<file path="config.mk">
export PLATFORM = sky130hd
export DESIGN_NAME = dbgc_core
export DESIGN_NICKNAME = d
export VERILOG_FILES = /design/src/logic/dbgc_pkg.sv /design/src/logic/dbgc_halt_if.sv /design/src/logic/dbgc_core.sv /design/src/logic/dbgc_halt.sv
export SDC_FILE = /design/constraint.sdc
export NUM_CORES = 1
export LEC_CHECK = 0
export BUFFER_PORTS_ARGS = -buffer_cell sky130_fd_sc_hd__buf_2
export CAP_MARGIN = 20
export CORE_ASPECT_RATIO = 0.75
export CORE_MARGIN = 2
export CORE_UTILIZATION = 57
export CTS_BUF_LIST = sky130_fd_sc_hd__clkbuf_8
export CTS_CLUSTER_SIZE = 12
export DETAILED_ROUTE_END_ITERATION = 16
export PLACE_DENSITY = 0.91
export REMOVE_ABC_BUFFERS = 1
export SLEW_MARGIN = 20
export SYNTH_ARGS = -nofsm -noshare
export SYNTH_HDL_FRONTEND = slang
export SYNTH_SLANG_ARGS = --single-unit
</file>
<file path="constraint.sdc">
create_clock -name mclk -period 3.1 [get_ports mclk]
set_input_delay 0.465 -clock mclk [delete_from_list [all_inputs] [get_ports mclk]]
set_output_delay 0.465 -clock mclk [all_outputs]
set_load 0.005 [all_outputs]
</file>
<file path="src/logic/dbgc_pkg.sv">
/*
 * Shared constants and types of the debug command core: command codes,
 * status byte layout, reset values, timing counts and the state types.
 * Assumes a byte-level serial front end outside this core.
 */
package dbgc_pkg;

    // Command codes
    localparam logic [7:0] CMD_DEBUG_RESET = 8'h18;
    localparam logic [7:0] CMD_HALT = 8'h90;
    localparam logic [7:0] CMD_READ_STATUS = 8'he4;
    localparam logic [7:0] CMD_WRITE_CONTROL = 8'hc4;
    localparam logic [7:0] CMD_MEM_READ = 8'he0;
    localparam logic [7:0] CMD_CHECKED_MEM_READ = 8'he1;
    localparam logic [7:0] CMD_MEM_WRITE = 8'hc0;
    localparam logic [7:0] CMD_CHECKED_MEM_WRITE = 8'hc1;
    localparam logic [7:0] CMD_BP_MATCH_READ = 8'he2;

    // Status and control byte layout
    localparam int STAT_DEBUG_ENABLE_POS = 7;
    localparam int STAT_DEBUG_ACTIVE_POS = 6;
    localparam int STAT_BP_ENABLE_POS = 5;
    localparam int STAT_FORCE_TAG_POS = 4;
    localparam int STAT_WAIT_STOP_POS = 2;
    localparam int STAT_WAIT_STOP_FAIL_POS = 1;

    // Reset values
    localparam logic DEBUG_ENABLE_RESET = 1'b0;
    localparam logic [15:0] BP_MATCH_RESET = 16'h0000;

    // Timing counts, in debug clock cycles
    localparam int HALT_GAP_CYCLES = 16;
    localparam int RESET_REQ_CYCLES = 8;
    localparam logic [4:0] HALT_GAP_LOAD = 5'(HALT_GAP_CYCLES - 1);
    localparam logic [3:0] RESET_REQ_LOAD = 4'(RESET_REQ_CYCLES - 1);

    typedef enum logic [3:0] {
        S_IDLE = 4'b0000,
        S_CTRL = 4'b0001,
        S_ADDR_HI = 4'b0010,
        S_ADDR_LO = 4'b0011,
        S_WDATA = 4'b0100,
        S_MEM = 4'b0101,
        S_TX1 = 4'b0110,
        S_TX2 = 4'b0111,
        S_HALT_WAIT = 4'b1000
    } dbgc_state_type;

    typedef struct packed {
        dbgc_state_type st;
        logic [7:0] cmd;
        logic [15:0] addr;
        logic [7:0] wdata;
        logic en;
        logic bpen;
        logic force_tag_select_bit;
        logic wait_stop_fail_flag;
        logic [15:0] bp;
        logic tx_valid;
        logic [7:0] tx_byte;
        logic [7:0] sec_byte;
        logic has_sec;
        logic mem_req;
        logic mem_we;
        logic [4:0] gap;
        logic [3:0] rst_cnt;
        logic rst_req;
        logic halt_pulse;
        logic cmd_ready;
    } dbgc_core_type;

    typedef struct packed {
        logic first;
        logic pend;
        logic active;
        logic boot;
    } dbgc_halt_type;

endpackage

</file>
<file path="src/logic/dbgc_halt_if.sv">
/*
 * Link between the command core and its halt controller.
 * Assumes both ends run on the same debug clock.
 */
interface dbgc_halt_if;
    logic halt_cmd;
    logic enable;
    logic pin_level;
    logic instr_done;
    logic active;
    logic halt_req;
    logic boot_halt;

    modport core (
        output halt_cmd,
        output enable,
        output pin_level,
        output instr_done,
        input active,
        input halt_req,
        input boot_halt
    );

    modport halt (
        input halt_cmd,
        input enable,
        input pin_level,
        input instr_done,
        output active,
        output halt_req,
        output boot_halt
    );
endinterface

</file>
<file path="src/logic/dbgc_core.sv">
/*
 * Debug command core: takes command bytes from the serial front end,
 * runs status, control, memory and breakpoint commands and returns
 * answer bytes. Assumes a byte shifter outside with a valid/ready
 * handshake and a CPU bus port that acknowledges each access.
 */
// Notes on behaviour
// - Pin low after debug reset: start halted
// - Pin high after debug reset: start running
// - Enabled halt command halts after current instruction
// - Halt command ignored while debug disabled
// - Sixteen cycle gap after halt command
// - Code E4 returns status byte
// - Status register only reachable by commands
// - Status shows wait/stop and debug active
// - Read-only flags kept; enable sticky while active
// - Debug enable clears on normal reset
// - Enable keeps oscillator running in stop
// - Breakpoint enable and force/tag steer breakpoint
// - Plain read returns data, no status
// - Code E1: address, delay, status, data
// - Access during wait/stop entry sets fail
// - Code C0: address, data, no status
// - Code C1 returns status; fail cancels write
// - Code E2 returns breakpoint match register
// - Code 90 is halt command
// - Code C4 with one control byte
// - Code E0: address, delay, data
// - Code 18 resets in any mode
module dbgc_core
    import dbgc_pkg::*;
(
    input wire logic mclk,
    input wire logic rst,
    input wire logic rx_valid,
    input wire logic [7:0] rx_byte,
    output logic cmd_ready,
    output logic tx_valid,
    output logic [7:0] tx_byte,
    input wire logic tx_ready,
    output logic mem_req,
    output logic mem_we,
    output logic [15:0] mem_addr,
    output logic [7:0] mem_wdata,
    input wire logic [7:0] mem_rdata,
    input wire logic mem_ack,
    input wire logic debug_pin_level,
    input wire logic cpu_wait_stop,
    input wire logic cpu_entering_wait_stop,
    input wire logic cpu_instr_done,
    input wire logic bp_wr_valid,
    input wire logic [15:0] bp_wr_data,
    output logic halt_req,
    output logic debug_active,
    output logic reset_req,
    output logic osc_keep_on,
    output logic bp_enable,
    output logic force_tag_select,
    output logic [15:0] bp_match
);
    import dbgc_pkg::*;

    dbgc_core_type c_r;
    dbgc_core_type c_nxt;
    dbgc_halt_if hi ();

    // Register kept inside the core, never on the CPU bus
    function automatic logic [7:0] status_byte(
        input dbgc_core_type c,
        input logic active,
        input logic ws
    );
        logic [7:0] b;
        b = 8'h00;
        b[STAT_DEBUG_ENABLE_POS] = c.en;
        b[STAT_DEBUG_ACTIVE_POS] = active;
        b[STAT_BP_ENABLE_POS] = c.bpen;
        b[STAT_FORCE_TAG_POS] = c.force_tag_select_bit;
        b[STAT_WAIT_STOP_POS] = ws;
        b[STAT_WAIT_STOP_FAIL_POS] = c.wait_stop_fail_flag;
        return b;
    endfunction

    function automatic logic is_write(input logic [7:0] cmd);
        return (cmd == CMD_MEM_WRITE) || (cmd == CMD_CHECKED_MEM_WRITE);
    endfunction

    function automatic logic is_checked(input logic [7:0] cmd);
        return (cmd == CMD_CHECKED_MEM_READ) || (cmd == CMD_CHECKED_MEM_WRITE);
    endfunction

    dbgc_halt u_halt (
        .mclk(mclk),
        .rst(rst),
        .hi(hi)
    );

    assign hi.halt_cmd = c_r.halt_pulse;
    assign hi.enable = c_r.en;
    assign hi.pin_level = debug_pin_level;
    assign hi.instr_done = cpu_instr_done;

    always_comb
    begin
        c_nxt = c_r;
        c_nxt.halt_pulse = 1'b0;
        // Reset request held for a fixed count
        if (c_r.rst_cnt != 4'h0)
        begin
            c_nxt.rst_cnt = c_r.rst_cnt - 4'h1;
        end
        else
        begin
            c_nxt.rst_req = 1'b0;
        end
        // Halted out of reset: keep debug enabled
        if (hi.boot_halt)
        begin
            c_nxt.en = 1'b1;
        end
        // Breakpoint load path stands for the separate write command
        if (bp_wr_valid)
        begin
            c_nxt.bp = bp_wr_data;
        end
        unique case (c_r.st)
            S_IDLE:
            begin
                if (rx_valid)
                begin
                    c_nxt.cmd = rx_byte;
                    unique case (rx_byte)
                        CMD_DEBUG_RESET:
                        begin
                            // Taken in any CPU mode
                            c_nxt.rst_req = 1'b1;
                            c_nxt.rst_cnt = RESET_REQ_LOAD;
                        end
                        CMD_HALT:
                        begin
                            c_nxt.halt_pulse = 1'b1;
                            c_nxt.gap = HALT_GAP_LOAD;
                            c_nxt.st = S_HALT_WAIT;
                        end
                        CMD_READ_STATUS:
                        begin
                            c_nxt.tx_byte = status_byte(c_r, hi.active, cpu_wait_stop);
                            c_nxt.tx_valid = 1'b1;
                            c_nxt.has_sec = 1'b0;
                            c_nxt.st = S_TX1;
                        end
                        CMD_WRITE_CONTROL:
                        begin
                            c_nxt.st = S_CTRL;
                        end
                        CMD_MEM_READ, CMD_CHECKED_MEM_READ, CMD_MEM_WRITE,
                        CMD_CHECKED_MEM_WRITE:
                        begin
                            c_nxt.st = S_ADDR_HI;
                        end
                        CMD_BP_MATCH_READ:
                        begin
                            // High byte first
                            c_nxt.tx_byte = c_r.bp[15:8];
                            c_nxt.sec_byte = c_r.bp[7:0];
                            c_nxt.tx_valid = 1'b1;
                            c_nxt.has_sec = 1'b1;
                            c_nxt.st = S_TX1;
                        end
                        default:
                        begin
                            c_nxt.cmd = c_r.cmd;
                        end
                    endcase
                end
            end
            S_CTRL:
            begin
                if (rx_valid)
                begin
                    // Only control bits move; flags are not written
                    c_nxt.bpen = rx_byte[STAT_BP_ENABLE_POS];
                    c_nxt.force_tag_select_bit = rx_byte[STAT_FORCE_TAG_POS];
                    c_nxt.en = rx_byte[STAT_DEBUG_ENABLE_POS] | hi.active;
                    c_nxt.st = S_IDLE;
                end
            end
            S_ADDR_HI:
            begin
                if (rx_valid)
                begin
                    c_nxt.addr[15:8] = rx_byte;
                    c_nxt.st = S_ADDR_LO;
                end
            end
            S_ADDR_LO, S_WDATA:
            begin
                if (rx_valid)
                begin
                    if (c_r.st == S_ADDR_LO)
                    begin
                        c_nxt.addr[7:0] = rx_byte;
                    end
                    else
                    begin
                        c_nxt.wdata = rx_byte;
                    end
                    if ((c_r.st == S_ADDR_LO) && is_write(c_r.cmd))
                    begin
                        c_nxt.st = S_WDATA;
                    end
                    else
                    begin
                        // Fail flag cleared only by a checked access; any access can set it
                        if (is_checked(c_r.cmd))
                        begin
                            c_nxt.wait_stop_fail_flag = 1'b0;
                        end
                        // Set wins over the clear above
                        if (cpu_entering_wait_stop)
                        begin
                            c_nxt.wait_stop_fail_flag = 1'b1;
                        end
                        if ((c_r.cmd == CMD_CHECKED_MEM_WRITE) && cpu_entering_wait_stop)
                        begin
                            // Write dropped, status still returned
                            c_nxt.tx_byte = status_byte(c_nxt, hi.active, cpu_wait_stop);
                            c_nxt.tx_valid = 1'b1;
                            c_nxt.has_sec = 1'b0;
                            c_nxt.st = S_TX1;
                        end
                        else
                        begin
                            c_nxt.mem_req = 1'b1;
                            c_nxt.mem_we = is_write(c_r.cmd);
                            c_nxt.st = S_MEM;
                        end
                    end
                end
            end
            S_MEM:
            begin
                // The bus wait is the delay slot of the command
                if (mem_ack)
                begin
                    c_nxt.mem_req = 1'b0;
                    c_nxt.mem_we = 1'b0;
                    unique case (c_r.cmd)
                        CMD_MEM_READ:
                        begin
                            c_nxt.tx_byte = mem_rdata;
                            c_nxt.tx_valid = 1'b1;
                            c_nxt.has_sec = 1'b0;
                            c_nxt.st = S_TX1;
                        end
                        CMD_CHECKED_MEM_READ:
                        begin
                            c_nxt.tx_byte = status_byte(c_r, hi.active, cpu_wait_stop);
                            c_nxt.sec_byte = mem_rdata;
                            c_nxt.tx_valid = 1'b1;
                            c_nxt.has_sec = 1'b1;
                            c_nxt.st = S_TX1;
                        end
                        CMD_CHECKED_MEM_WRITE:
                        begin
                            c_nxt.tx_byte = status_byte(c_r, hi.active, cpu_wait_stop);
                            c_nxt.tx_valid = 1'b1;
                            c_nxt.has_sec = 1'b0;
                            c_nxt.st = S_TX1;
                        end
                        default:
                        begin
                            c_nxt.st = S_IDLE;
                        end
                    endcase
                end
            end
            S_TX1:
            begin
                if (tx_ready)
                begin
                    if (c_r.has_sec)
                    begin
                        c_nxt.tx_byte = c_r.sec_byte;
                        c_nxt.st = S_TX2;
                    end
                    else
                    begin
                        c_nxt.tx_valid = 1'b0;
                        c_nxt.st = S_IDLE;
                    end
                end
            end
            S_TX2:
            begin
                if (tx_ready)
                begin
                    c_nxt.tx_valid = 1'b0;
                    c_nxt.st = S_IDLE;
                end
            end
            S_HALT_WAIT:
            begin
                // Commands refused until the instruction can finish
                if (c_r.gap == 5'h00)
                begin
                    c_nxt.st = S_IDLE;
                end
                else
                begin
                    c_nxt.gap = c_r.gap - 5'h01;
                end
            end
            default:
            begin
                c_nxt.st = S_IDLE;
            end
        endcase
        c_nxt.cmd_ready = (c_nxt.st != S_HALT_WAIT) && (c_nxt.st != S_MEM)
            && (c_nxt.st != S_TX1) && (c_nxt.st != S_TX2);
    end

    always_ff @(posedge mclk)
    begin
        if (rst)
        begin
            c_r <= '0;
            c_r.st <= S_IDLE;
            c_r.en <= DEBUG_ENABLE_RESET;
            c_r.bp <= BP_MATCH_RESET;
            c_r.cmd_ready <= 1'b1;
        end
        else
        begin
            c_r <= c_nxt;
        end
    end

    // Halt controller flops
    logic active_r;
    logic halt_req_r;

    always_ff @(posedge mclk)
    begin
        if (rst)
        begin
            active_r <= 1'b0;
            halt_req_r <= 1'b0;
        end
        else
        begin
            active_r <= hi.active;
            halt_req_r <= hi.halt_req;
        end
    end

    assign cmd_ready = c_r.cmd_ready;
    assign tx_valid = c_r.tx_valid;
    assign tx_byte = c_r.tx_byte;
    assign mem_req = c_r.mem_req;
    assign mem_we = c_r.mem_we;
    assign mem_addr = c_r.addr;
    assign mem_wdata = c_r.wdata;
    assign halt_req = halt_req_r;
    assign debug_active = active_r;
    assign reset_req = c_r.rst_req;
    // Costs true stop current while debugging
    assign osc_keep_on = c_r.en;
    assign bp_enable = c_r.bpen;
    assign force_tag_select = c_r.force_tag_select_bit;
    assign bp_match = c_r.bp;
endmodule

</file>
<file path="src/logic/dbgc_halt.sv">
/*
 * Halt controller: decides entry into active background mode, either
 * from a halt command or from the debug pin level at reset release.
 * Assumes the CPU reports each finished instruction with a pulse.
 */
module dbgc_halt
    import dbgc_pkg::*;
(
    input wire logic mclk,
    input wire logic rst,
    dbgc_halt_if.halt hi
);
    dbgc_halt_type s_r;
    dbgc_halt_type s_nxt;

    always_comb
    begin
        s_nxt = s_r;
        s_nxt.first = 1'b0;
        s_nxt.boot = 1'b0;
        if (s_r.first)
        begin
            // Pin held low through reset: come up halted
            if (!hi.pin_level)
            begin
                s_nxt.active = 1'b1;
                s_nxt.boot = 1'b1;
            end
            // Pin high: user mode, active stays clear
        end
        // Discarded unless enabled
        if (hi.halt_cmd && hi.enable && !s_r.active)
        begin
            s_nxt.pend = 1'b1;
        end
        // Wait for the current instruction to finish
        if (s_r.pend && hi.instr_done)
        begin
            s_nxt.pend = 1'b0;
            s_nxt.active = 1'b1;
        end
    end

    always_ff @(posedge mclk)
    begin
        if (rst)
        begin
            s_r <= '{first: 1'b1, pend: 1'b0, active: 1'b0, boot: 1'b0};
        end
        else
        begin
            s_r <= s_nxt;
        end
    end

    assign hi.active = s_r.active;
    assign hi.halt_req = s_r.pend;
    assign hi.boot_halt = s_r.boot;
endmodule

</file>
== Yosys cells after proc, flatten, opt, wreduce, memory -nomap -nowiden ==
Cells that the tools add are included.

* Flip-flop bits (word level): 94
* Input bits: 42
* Output and inout bits: 58
* Logic and storage cells: 180

* $add $sub $neg: 2
* Eq/ne operators: 43
* Mux-type cells: 58
* Bitwise gates (word level): 6
* Reduce and logical (&&, ||, !) cells: 44

{| class="wikitable"
|+ Operator list
! operator !! count
|-
| == test 8 bit (second input constant) || 12
|-
| 2-to-1 mux 4 bit || 10
|-
| 2-to-1 mux 9 bit || 4
|-
| case mux 9 bit (2 select lines) || 2
|-
| 2-to-1 mux 8 bit || 4
|-
| case mux 4 bit (8 select lines) || 1
|-
| case mux 8 bit (4 select lines) || 1
|-
| inequality test 2 bit (second input constant) || 12
|-
| 2-to-1 mux 20 bit || 1
|-
| 2-to-1 mux 18 bit || 1
|-
| 2-to-1 mux 3 bit || 6
|-
| == test 4 x 3 -> 1 bit (second input constant) || 4
|-
| case mux 4 bit (4 select lines) || 1
|-
| case mux 8 bit (2 select lines) || 1
|-
| 2-to-1 mux 5 bit || 3
|-
| 2-to-1 mux 12 bit || 1
|-
| inequality test 4 x 3 -> 1 bit (second input constant) || 3
|-
| AND reduction 3 bit || 4
|-
| OR reduction 2 bit || 6
|-
| 2-to-1 mux 11 bit || 1
|-
| AND reduction 11 bit || 1
|-
| 2-to-1 mux 2 bit || 5
|-
| case mux 5 bit (2 select lines) || 1
|-
| AND reduction 10 bit || 1
|-
| other kinds (35) || 67
|}

== Logic depth before layout (Yosys ltp) ==
Gate-level depths: netlist of the first run.

* Word-level depth: 10
* Gate-level depth with buffers: 9
* Gate-level depth less buffers: 8

== By module ==
From an unflattened synthesis of the first run, not the netlist that was laid out.

* Cell total of the unflattened synthesis: 586
* Area total of the unflattened synthesis: 5039.8 um^2

{| class="wikitable"
|+ Modules (own cells, without submodules)
! module !! instances !! cells each !! area each (um^2) !! sequential area each (um^2)
|-
| dbgc_core || 1 || 574 || 4904.7 || 1801.7
|-
| dbgc_halt || 1 || 12 || 135.1 || 80.1
|}

== Least setup slack after synthesis of the first run ==
Ideal clock, no wire load.

* Path type: reg-to-reg
* Start: register c_r[77] in the netlist's numbering
* End: register c_r (netlist bit tx_byte[4])
* Library setup time: 0.116 ns
* Arrival: 2.177 ns
* Required time: 2.984 ns
* Setup slack: 0.807 ns
* Stages on the path, launching flop included: 8
* Path buffers: 1
* Period minus slack after synthesis: 2.293 ns
* Cell sequence: dfxtp_1 or4_4 buf_6 or3_4 mux2_1 a222oi_1 o211ai_1 o211a_1

* Word-level cells in the longest chain between the ends: 5
* Elaborated cells on any way between the ends: 15
* Those cells by class: eq/ne (7); mux (3); reduce/logical (5)

{| class="wikitable"
|+ Ends and longest elaborated chain
! what !! RTL line !! source
|-
| from (decl) || dbgc_core.sv:63 || <nowiki>dbgc_core_type c_r;</nowiki>
|-
| from (signal assigned) || dbgc_core.sv:335 || <nowiki>c_r <= c_nxt;</nowiki>
|-
| == test 8 bit (on tied branches) || dbgc_core.sv:85, dbgc_core.sv:224, dbgc_core.sv:248 ||
|-
| OR reduction 2 bit (no source line) or logical OR 1 bit (tied branches) || n/a ||
|-
| case mux 9 bit (2 select lines) or logical AND 1 bit (tied branches) || dbgc_core.sv:248, dbgc_core.sv:208 ||
|-
| 2-to-1 mux 20 bit or inequality test 2 bit (tied branches) || n/a ||
|-
| case mux 8 bit (4 select lines) or AND reduction 10 bit (tied branches) || n/a ||
|}

Parallel ways exist; a longest one is shown, timed or not. The select of a mux whose other input is x is not followed.
A chain may end at the register's enable or synchronous reset.

== Final worst setup path of the first run ==
* Start: register c_r[85] in the netlist's numbering
* End: register c_r (netlist bit tx_byte[4])

* Word-level cells in the longest chain between the ends: 4
* Elaborated cells on any way between the ends: 19
* Those cells by class: eq/ne (13); mux (1); reduce/logical (5)

{| class="wikitable"
|+ Ends and longest elaborated chain
! what !! RTL line
|-
| == test 4 x 2 -> 1 bit or == test 4 x 3 -> 1 bit (tied branches) || dbgc_core.sv:126, dbgc_core.sv:208
|-
| OR reduction 2 bit or logical AND 1 bit (tied branches) || dbgc_core.sv:126, dbgc_core.sv:208
|-
| nonzero test 4 bit (no source line) or inequality test 2 bit (tied branches) || n/a
|-
| AND reduction 10 bit (no source line) || n/a
|}

Parallel ways exist; a longest one is shown, timed or not.

==> impl_metrics.env, run 1 <==
export IMPL_status="finished clean"
export IMPL_hp_class="in2reg"
export IMPL_synthTopCellsByCount="dfxtp_1 (94), nor2_1 (81), nand2_1 (61), buf_4 (48), a21oi_1 (39)"
export IMPL_synth_seq_cells=94
export IMPL_cellPowerDensity_nw_per_um2=462
export IMPL_required_ns=3.37
export IMPL_place_hpwl_um=8420
export IMPL_critical_path_arrival_ns=2.91
export IMPL_drtIter0Drc=421
export IMPL_worst_slew_pin_slew_ns=0.832
export IMPL_skew_ns=0.00666
export IMPL_antenna_found_initial=0
export IMPL_yosysTopAreaCell="dfxtp_1"
export IMPL_min_period_ns=2.64
export IMPL_cts_buffers_inserted=9
export IMPL_yosys_area_top_type_share_pct=39.4
export IMPL_grt_pass1_vias=3966
export IMPL_drive_gt1_share_pct=21.7
export IMPL_clkSinkCount=94
export IMPL_p_sw_mw=0.633
export IMPL_max_clock_freq_mhz=379
export IMPL_grt_setup_unrepaired="false"
export IMPL_post_route_period_util_pct=85.2
export IMPL_crit_path_end_kind="flip-flop"
export IMPL_num_rows=28
export IMPL_synth_adder_area_share_pct=0.734
export IMPL_synthMuxAreaShare_pct=8.23
export IMPL_pwr_share_clk_pct=34.4
export IMPL_cap_violations=0
export IMPL_place_congestion=0.908
export IMPL_yosysMostFrequentCell="dfxtp_1"
export IMPL_synth_edf_count=0
export IMPL_seq_area_frac_synth_pct=39.4
export IMPL_cts_root_buf="clkbuf_8"
export IMPL_clkTransAtPathRegs_ns=0.09
export IMPL_synthCells=575
export IMPL_yosys_top_cells_area="dfxtp_1 (39%), mux2i_1 (7.8%), buf_4 (7.5%), nor2_1 (6.4%), nand2_1 (4.8%)"
export IMPL_ant_nets=0
export IMPL_start_util_pct=59.5
export IMPL_hold_viol=0
export IMPL_synth_top_family_by_area="simple AND/OR/NAND/NOR gates"
export IMPL_grt_max_degree=84
export IMPL_drt_vias_per_instance=5.98
export IMPL_grt_use_total_pct=25.9
export IMPL_syn_cell_area_sq_um=4780
export IMPL_die_w_um=110
export IMPL_drv_slew=0
export IMPL_port_buffers=99
export IMPL_dieArea_sq_um=9130
export IMPL_p_int_mw=1.74
export IMPL_cp_start_kind="flip-flop"
export IMPL_clock_path_buffers=2
export IMPL_cts_repair_resized=0
export IMPL_slew_headroom_pct=44.5
export IMPL_finalSetupViolCount=0
export IMPL_power_frac_comb_pct=11.6
export IMPL_hold_ws_ns=0.264
export IMPL_cts_setup_buffers=0
export IMPL_vdd_drop_max_v=0.000233
export IMPL_synth_compound_area_share_pct=15.9
export IMPL_ys_async_sr_fraction_pct=0
export IMPL_ys_warn_count=0
export IMPL_crit_type="reg2reg"
export IMPL_clkLatencyLatePin_ns=0.37
export IMPL_routed_wl_um=11800
export IMPL_fin_util_pct=64.1
export IMPL_avgSynthCellArea_sq_um=8.31
export IMPL_crit_fanout=23
export IMPL_setup_ws_ns=0.460
export IMPL_nets=654
export IMPL_drc=0
export IMPL_cts_tree="done"
export IMPL_switching_share_pct=26.6
export IMPL_die_h_um=83.3
export IMPL_core_area_sq_um=8020
export IMPL_wl_per_cell_um=16.4
export IMPL_syn_to_final_growth_pct=7.65
export IMPL_vias=4299
export IMPL_post_place_ws_ns=0.532
export IMPL_synthXorXnorAreaFrac_pct=0.550
export IMPL_yosys_most_used_dff="dfxtp_1"
export IMPL_grt_overflow=0
export IMPL_first_pass_iters=5
export IMPL_n_fill_cell=665
export IMPL_grt_pass1_wl_um=18900
export IMPL_p_leak_nw=2.28
export IMPL_h_tree_depth=3
export IMPL_seqPwrFrac_pct=54.1
export IMPL_ios=100
export IMPL_finalSetupTns_ns=0
export IMPL_synthSimpleGateAreaFrac_pct=23.1
export IMPL_n_antenna_cell=0
export IMPL_hold_buffers=0
export IMPL_yosysUniqueCellTypes=65
-- logic make-up after synthesis --
family	count (synthesis)
AOI/OAI and AO/OA	113
xor gates and xnor gates	3
adders and majority gates	3
buffers and inverters	97
DFF	94
muxes	39
and+or+nand+nor	226
-- power groups by stage --
stage | logic, mW | registers [mW] | clock network [mW]
final | 0.274 | 1.28 | 0.817
after detailed placement | 0.268 | 1.31 | 0
after floorplan | 0.153 | 1.30 | 0
after global routing | 0.306 | 1.29 | 0.865
after global placement | 0.249 | 1.31 | 0
after CTS | 0.274 | 1.28 | 0.820
-- per-layer routing --
| metal | wire (um) | global-route usage (%) | up-vias |
|---|---|---|---|
| li1 | - | - | 2041 |
| met3 | 990 | 6.36 | 30 |
| met5 | 0 | 0 | - |
| met1 | 4880 | 34.2 | 2043 |
| met2 | 5690 | 41.8 | 185 |
| met4 | 264 | 7.71 | 0 |
-- per-stage QoR --
step / total power, mW / instance area, sq um / cells
after floorplan: 1.46 / 4260 / 493
after global placement: 1.56 / 4950 / 704
after detailed placement: 1.58 / 4950 / 704
after CTS: 2.38 / 5140 / 719
after global routing: 2.46 / 5140 / 719
final: 2.38 / 5140 / 719
-- critical path, cell delays in order, from the launching register on --
cell and delay (ns):
dfxtp_1 0.78, nor4b_1 0.15, nor2_1 0.37, o221ai_1 0.25, a211oi_4 0.63, o211ai_1 0.18
o211a_1 0.17
-- layout by cell type (no fill, tap or decap), types with 9 or more instances in the layout --
cell type  synthesis  layout
a21oi_1           39      39
a311oi_1           9       9
buf_2              2      99
clkbuf_8           0       9
dfxtp_1           94      94
inv_1             15      15
mux2i_1           37      37
nand2_1           61      61
nand3_1           19      19
nor2_1            81      81
nor2b_1            9       9
nor3_1            14      14
o21ai_0           23      23
-- layout make-up --
type / instances / area (sq um) / share of cell area, %
well taps: 105 / 131 / 2.56
inverters: 15 / 56.3 / 1.10
flip-flops and latches: 94 / 1880 / 36.6
clock buffers: 9 / 124 / 2.41
multi-input cells: 384 / 2330 / 45.3
repair buffers: 106 / 548 / 10.7
clock inverters: 6 / 70.1 / 1.36
-- state kept, by name, summed over array words and instances, names as in the netlist --
register	cells
cmd_ready	1
reset_req	1
tx_byte	8
force_tag_select	1
hi.halt_cmd	1
mem_we	1
u_halt.hi.halt_req	1
debug_active	1
u_halt.hi.active	1
u_halt.hi.boot_halt	1
u_halt.s_r	1
tx_valid	1
bp_enable	1
bp_match	16
c_r	31
halt_req	1
osc_keep_on	1
mem_wdata	8
mem_req	1
mem_addr	16
-- final timing paths --
path              slack [ns]                 start                             end  depth (start not counted)
hold reg to reg         0.45  c_r[11]$_SDFFE_PP0P_            c_r[11]$_SDFFE_PP0P_                          2
hold / removal          0.26       debug_pin_level  u_halt.hi.boot_halt$_SDFF_PP0_                          2
setup reg to reg        0.46    c_r[85]$_SDFF_PP0_         tx_byte[4]$_SDFFE_PP0P_                          6
setup / recovery        0.46    c_r[85]$_SDFF_PP0_         tx_byte[4]$_SDFFE_PP0P_                          6
No activity file was read; power rests on OpenSTA's default activity.
==> inputs of run 2 (changes only) <==
--- a/config.mk
+++ b/config.mk
@@ -13,7 +13,7 @@
 export CTS_BUF_LIST = sky130_fd_sc_hd__clkbuf_8
 export CTS_CLUSTER_SIZE = 12
 export DETAILED_ROUTE_END_ITERATION = 16
-export PLACE_DENSITY = 0.91
+export PLACE_DENSITY = 0.84
 export REMOVE_ABC_BUFFERS = 1
 export SLEW_MARGIN = 20
 export SYNTH_ARGS = -nofsm -noshare
==> impl_metrics.env, run 2 (synthesis results as in run 1) <==
export IMPL_status="finished clean"
export IMPL_drc=0
export IMPL_slowest_stage="dfxtp_1"
export IMPL_min_period_ns=2.71
export IMPL_drtIter0Drc=528
export IMPL_hold_ws_ns=0.263
export IMPL_crit_type="reg2reg"
export IMPL_first_pass_iters=6
export IMPL_regMostFlops="c_r"
export IMPL_place_congestion=0.931
export IMPL_n_fill_cell=652
export IMPL_ios=100
export IMPL_max_clock_freq_mhz=368
export IMPL_grt_overflow=0
export IMPL_place_hpwl_um=8340
export IMPL_largest_reg_flops=31
export IMPL_cts_buffers_inserted=9
export IMPL_power_mw=2.34
export IMPL_finalSetupTns_ns=0
export IMPL_critical_path_arrival_ns=2.94
export IMPL_clkTransAtPathRegs_ns=0.10
export IMPL_cp_num_buf_inv=0
export IMPL_die_w_um=110
export IMPL_grt_max_degree=84
export IMPL_clkLatencyLatePin_ns=0.37
export IMPL_num_rows=28
export IMPL_grt_pass1_vias=3957
export IMPL_routed_wl_um=11700
export IMPL_h_tree_depth=3
export IMPL_crit_path_end_kind="flip-flop"
export IMPL_grt_pass1_wl_um=19200
export IMPL_hold_buffers=0
export IMPL_dieArea_sq_um=9130
export IMPL_vdd_drop_max_v=0.000253
export IMPL_crit_top_cell="o21ai_0"
export IMPL_post_route_period_util_pct=87.6
export IMPL_clkSinkCount=94
export IMPL_die_h_um=83.3
export IMPL_start_util_pct=59.5
export IMPL_clock_path_buffers=2
export IMPL_cts_repair_resized=0
export IMPL_hold_viol=0
export IMPL_final_cell_mix="buf_2 (99), dfxtp_1 (94), nor2_1 (81)"
export IMPL_cp_start_kind="flip-flop"
export IMPL_hp_class="in2reg"
export IMPL_grt_use_total_pct=26.2
export IMPL_critPathTopFamily="compound AO/OA/AOI/OAI gates"
export IMPL_n_antenna_cell=0
export IMPL_syn_to_final_growth_pct=7.57
export IMPL_ant_nets=0
export IMPL_worst_slew_pin_slew_ns=0.848
export IMPL_crit_fanout=18
export IMPL_slowest_delay_ns=0.71
export IMPL_grt_setup_unrepaired="false"
export IMPL_port_buffers=99
export IMPL_core_area_sq_um=8020
export IMPL_wl_per_cell_um=16.2
export IMPL_final_common_cell="buf_2"
export IMPL_cellPowerDensity_nw_per_um2=455
export IMPL_antenna_found_initial=0
export IMPL_cts_setup_buffers=0
export IMPL_finalSetupViolCount=0
export IMPL_path_cells="nor4b_1, o21ai_0, a21oi_1, o21ai_0, a22oi_1, nor2_1"
export IMPL_slew_headroom_pct=43.0
export IMPL_required_ns=3.33
export IMPL_vias=4286
export IMPL_nets=654
export IMPL_cts_tree="done"
export IMPL_drive_gt1_share_pct=21.8
export IMPL_cap_violations=0
export IMPL_drv_slew=0
export IMPL_skew_ns=0.0112
export IMPL_drt_vias_per_instance=5.95
export IMPL_cts_root_buf="clkbuf_8"
export IMPL_p_leak_nw=2.29
-- run 2: cell count changes in the layout (fill, tap and decap cells not counted) --
cell / before / now
clkinv_2: 0 / 1
bufinv_16: 1 / 0
clkinv_4: 0 / 1
clkinv_8: 0 / 1
inv_8: 0 / 1
clkinvlp_4: 3 / 1
-- run 2: final cells by class --
class	count	area, sq um	area share (%)
flip-flops and latches	94	1880	36.6
clock buffers	9	124	2.41
clock inverters	7	66.3	1.29
well taps	105	131	2.56
multi-input cells	384	2330	45.3
repair buffers	106	548	10.7
inverters	15	56.3	1.10
-- run 2: routing by layer --
metal / vias up / global-route usage (%) / wire [um]
li1: 2049 / - / -
met1: 2009 / 36.8 / 4930
met2: 201 / 40.7 / 5470
met3: 27 / 5.26 / 1090
met4: 0 / 7.13 / 179
met5: - / 0 / 0
-- run 2: worst register-to-register path, cell delays in order (launching register included) --
cell and delay (ns):
dfxtp_1 0.71, nor4b_1 0.69, o21ai_0 0.31, a21oi_1 0.45
o21ai_0 0.19, a22oi_1 0.17, nor2_1 0.06
-- run 2: path summary, 6_finish.rpt --
kind	depth (start not counted)	to	from	slack (ns)
setup / recovery	6	c_r[10]$_SDFFE_PP0P_	c_r[87]$_SDFF_PP0_	0.39
hold / removal	2	u_halt.hi.boot_halt$_SDFF_PP0_	debug_pin_level	0.26
setup reg to reg	6	c_r[10]$_SDFFE_PP0P_	c_r[87]$_SDFF_PP0_	0.39
hold reg to reg	2	mem_addr[3]$_SDFFE_PP0P_	mem_addr[3]$_SDFFE_PP0P_	0.46
-- run 2: metrics by stage --
step / instances / utilization, % / instance area (sq um) / worst slack [ns]
floorplan: 493 / - / 4260 / 0.100
global placement: 704 / 61.7 / 4950 / 0.632
detailed placement: 704 / 61.7 / 4950 / 0.521
CTS: 720 / 64.0 / 5140 / 0.490
global route: 720 / 64.0 / 5140 / 0.203
finish: 720 / 64.0 / 5140 / 0.386
-- run 2: power by group --
| part | switching, mW | internal [mW] | leakage, nW | total (mW) |
|---|---|---|---|---|
| combinational | 0.145 | 0.118 | 1.43 | 0.263 |
| sequential | 0.0337 | 1.25 | 0.763 | 1.28 |
| clock | 0.482 | 0.310 | 0.0949 | 0.791 |
| total | 0.660 | 1.68 | 2.29 | 2.34 |
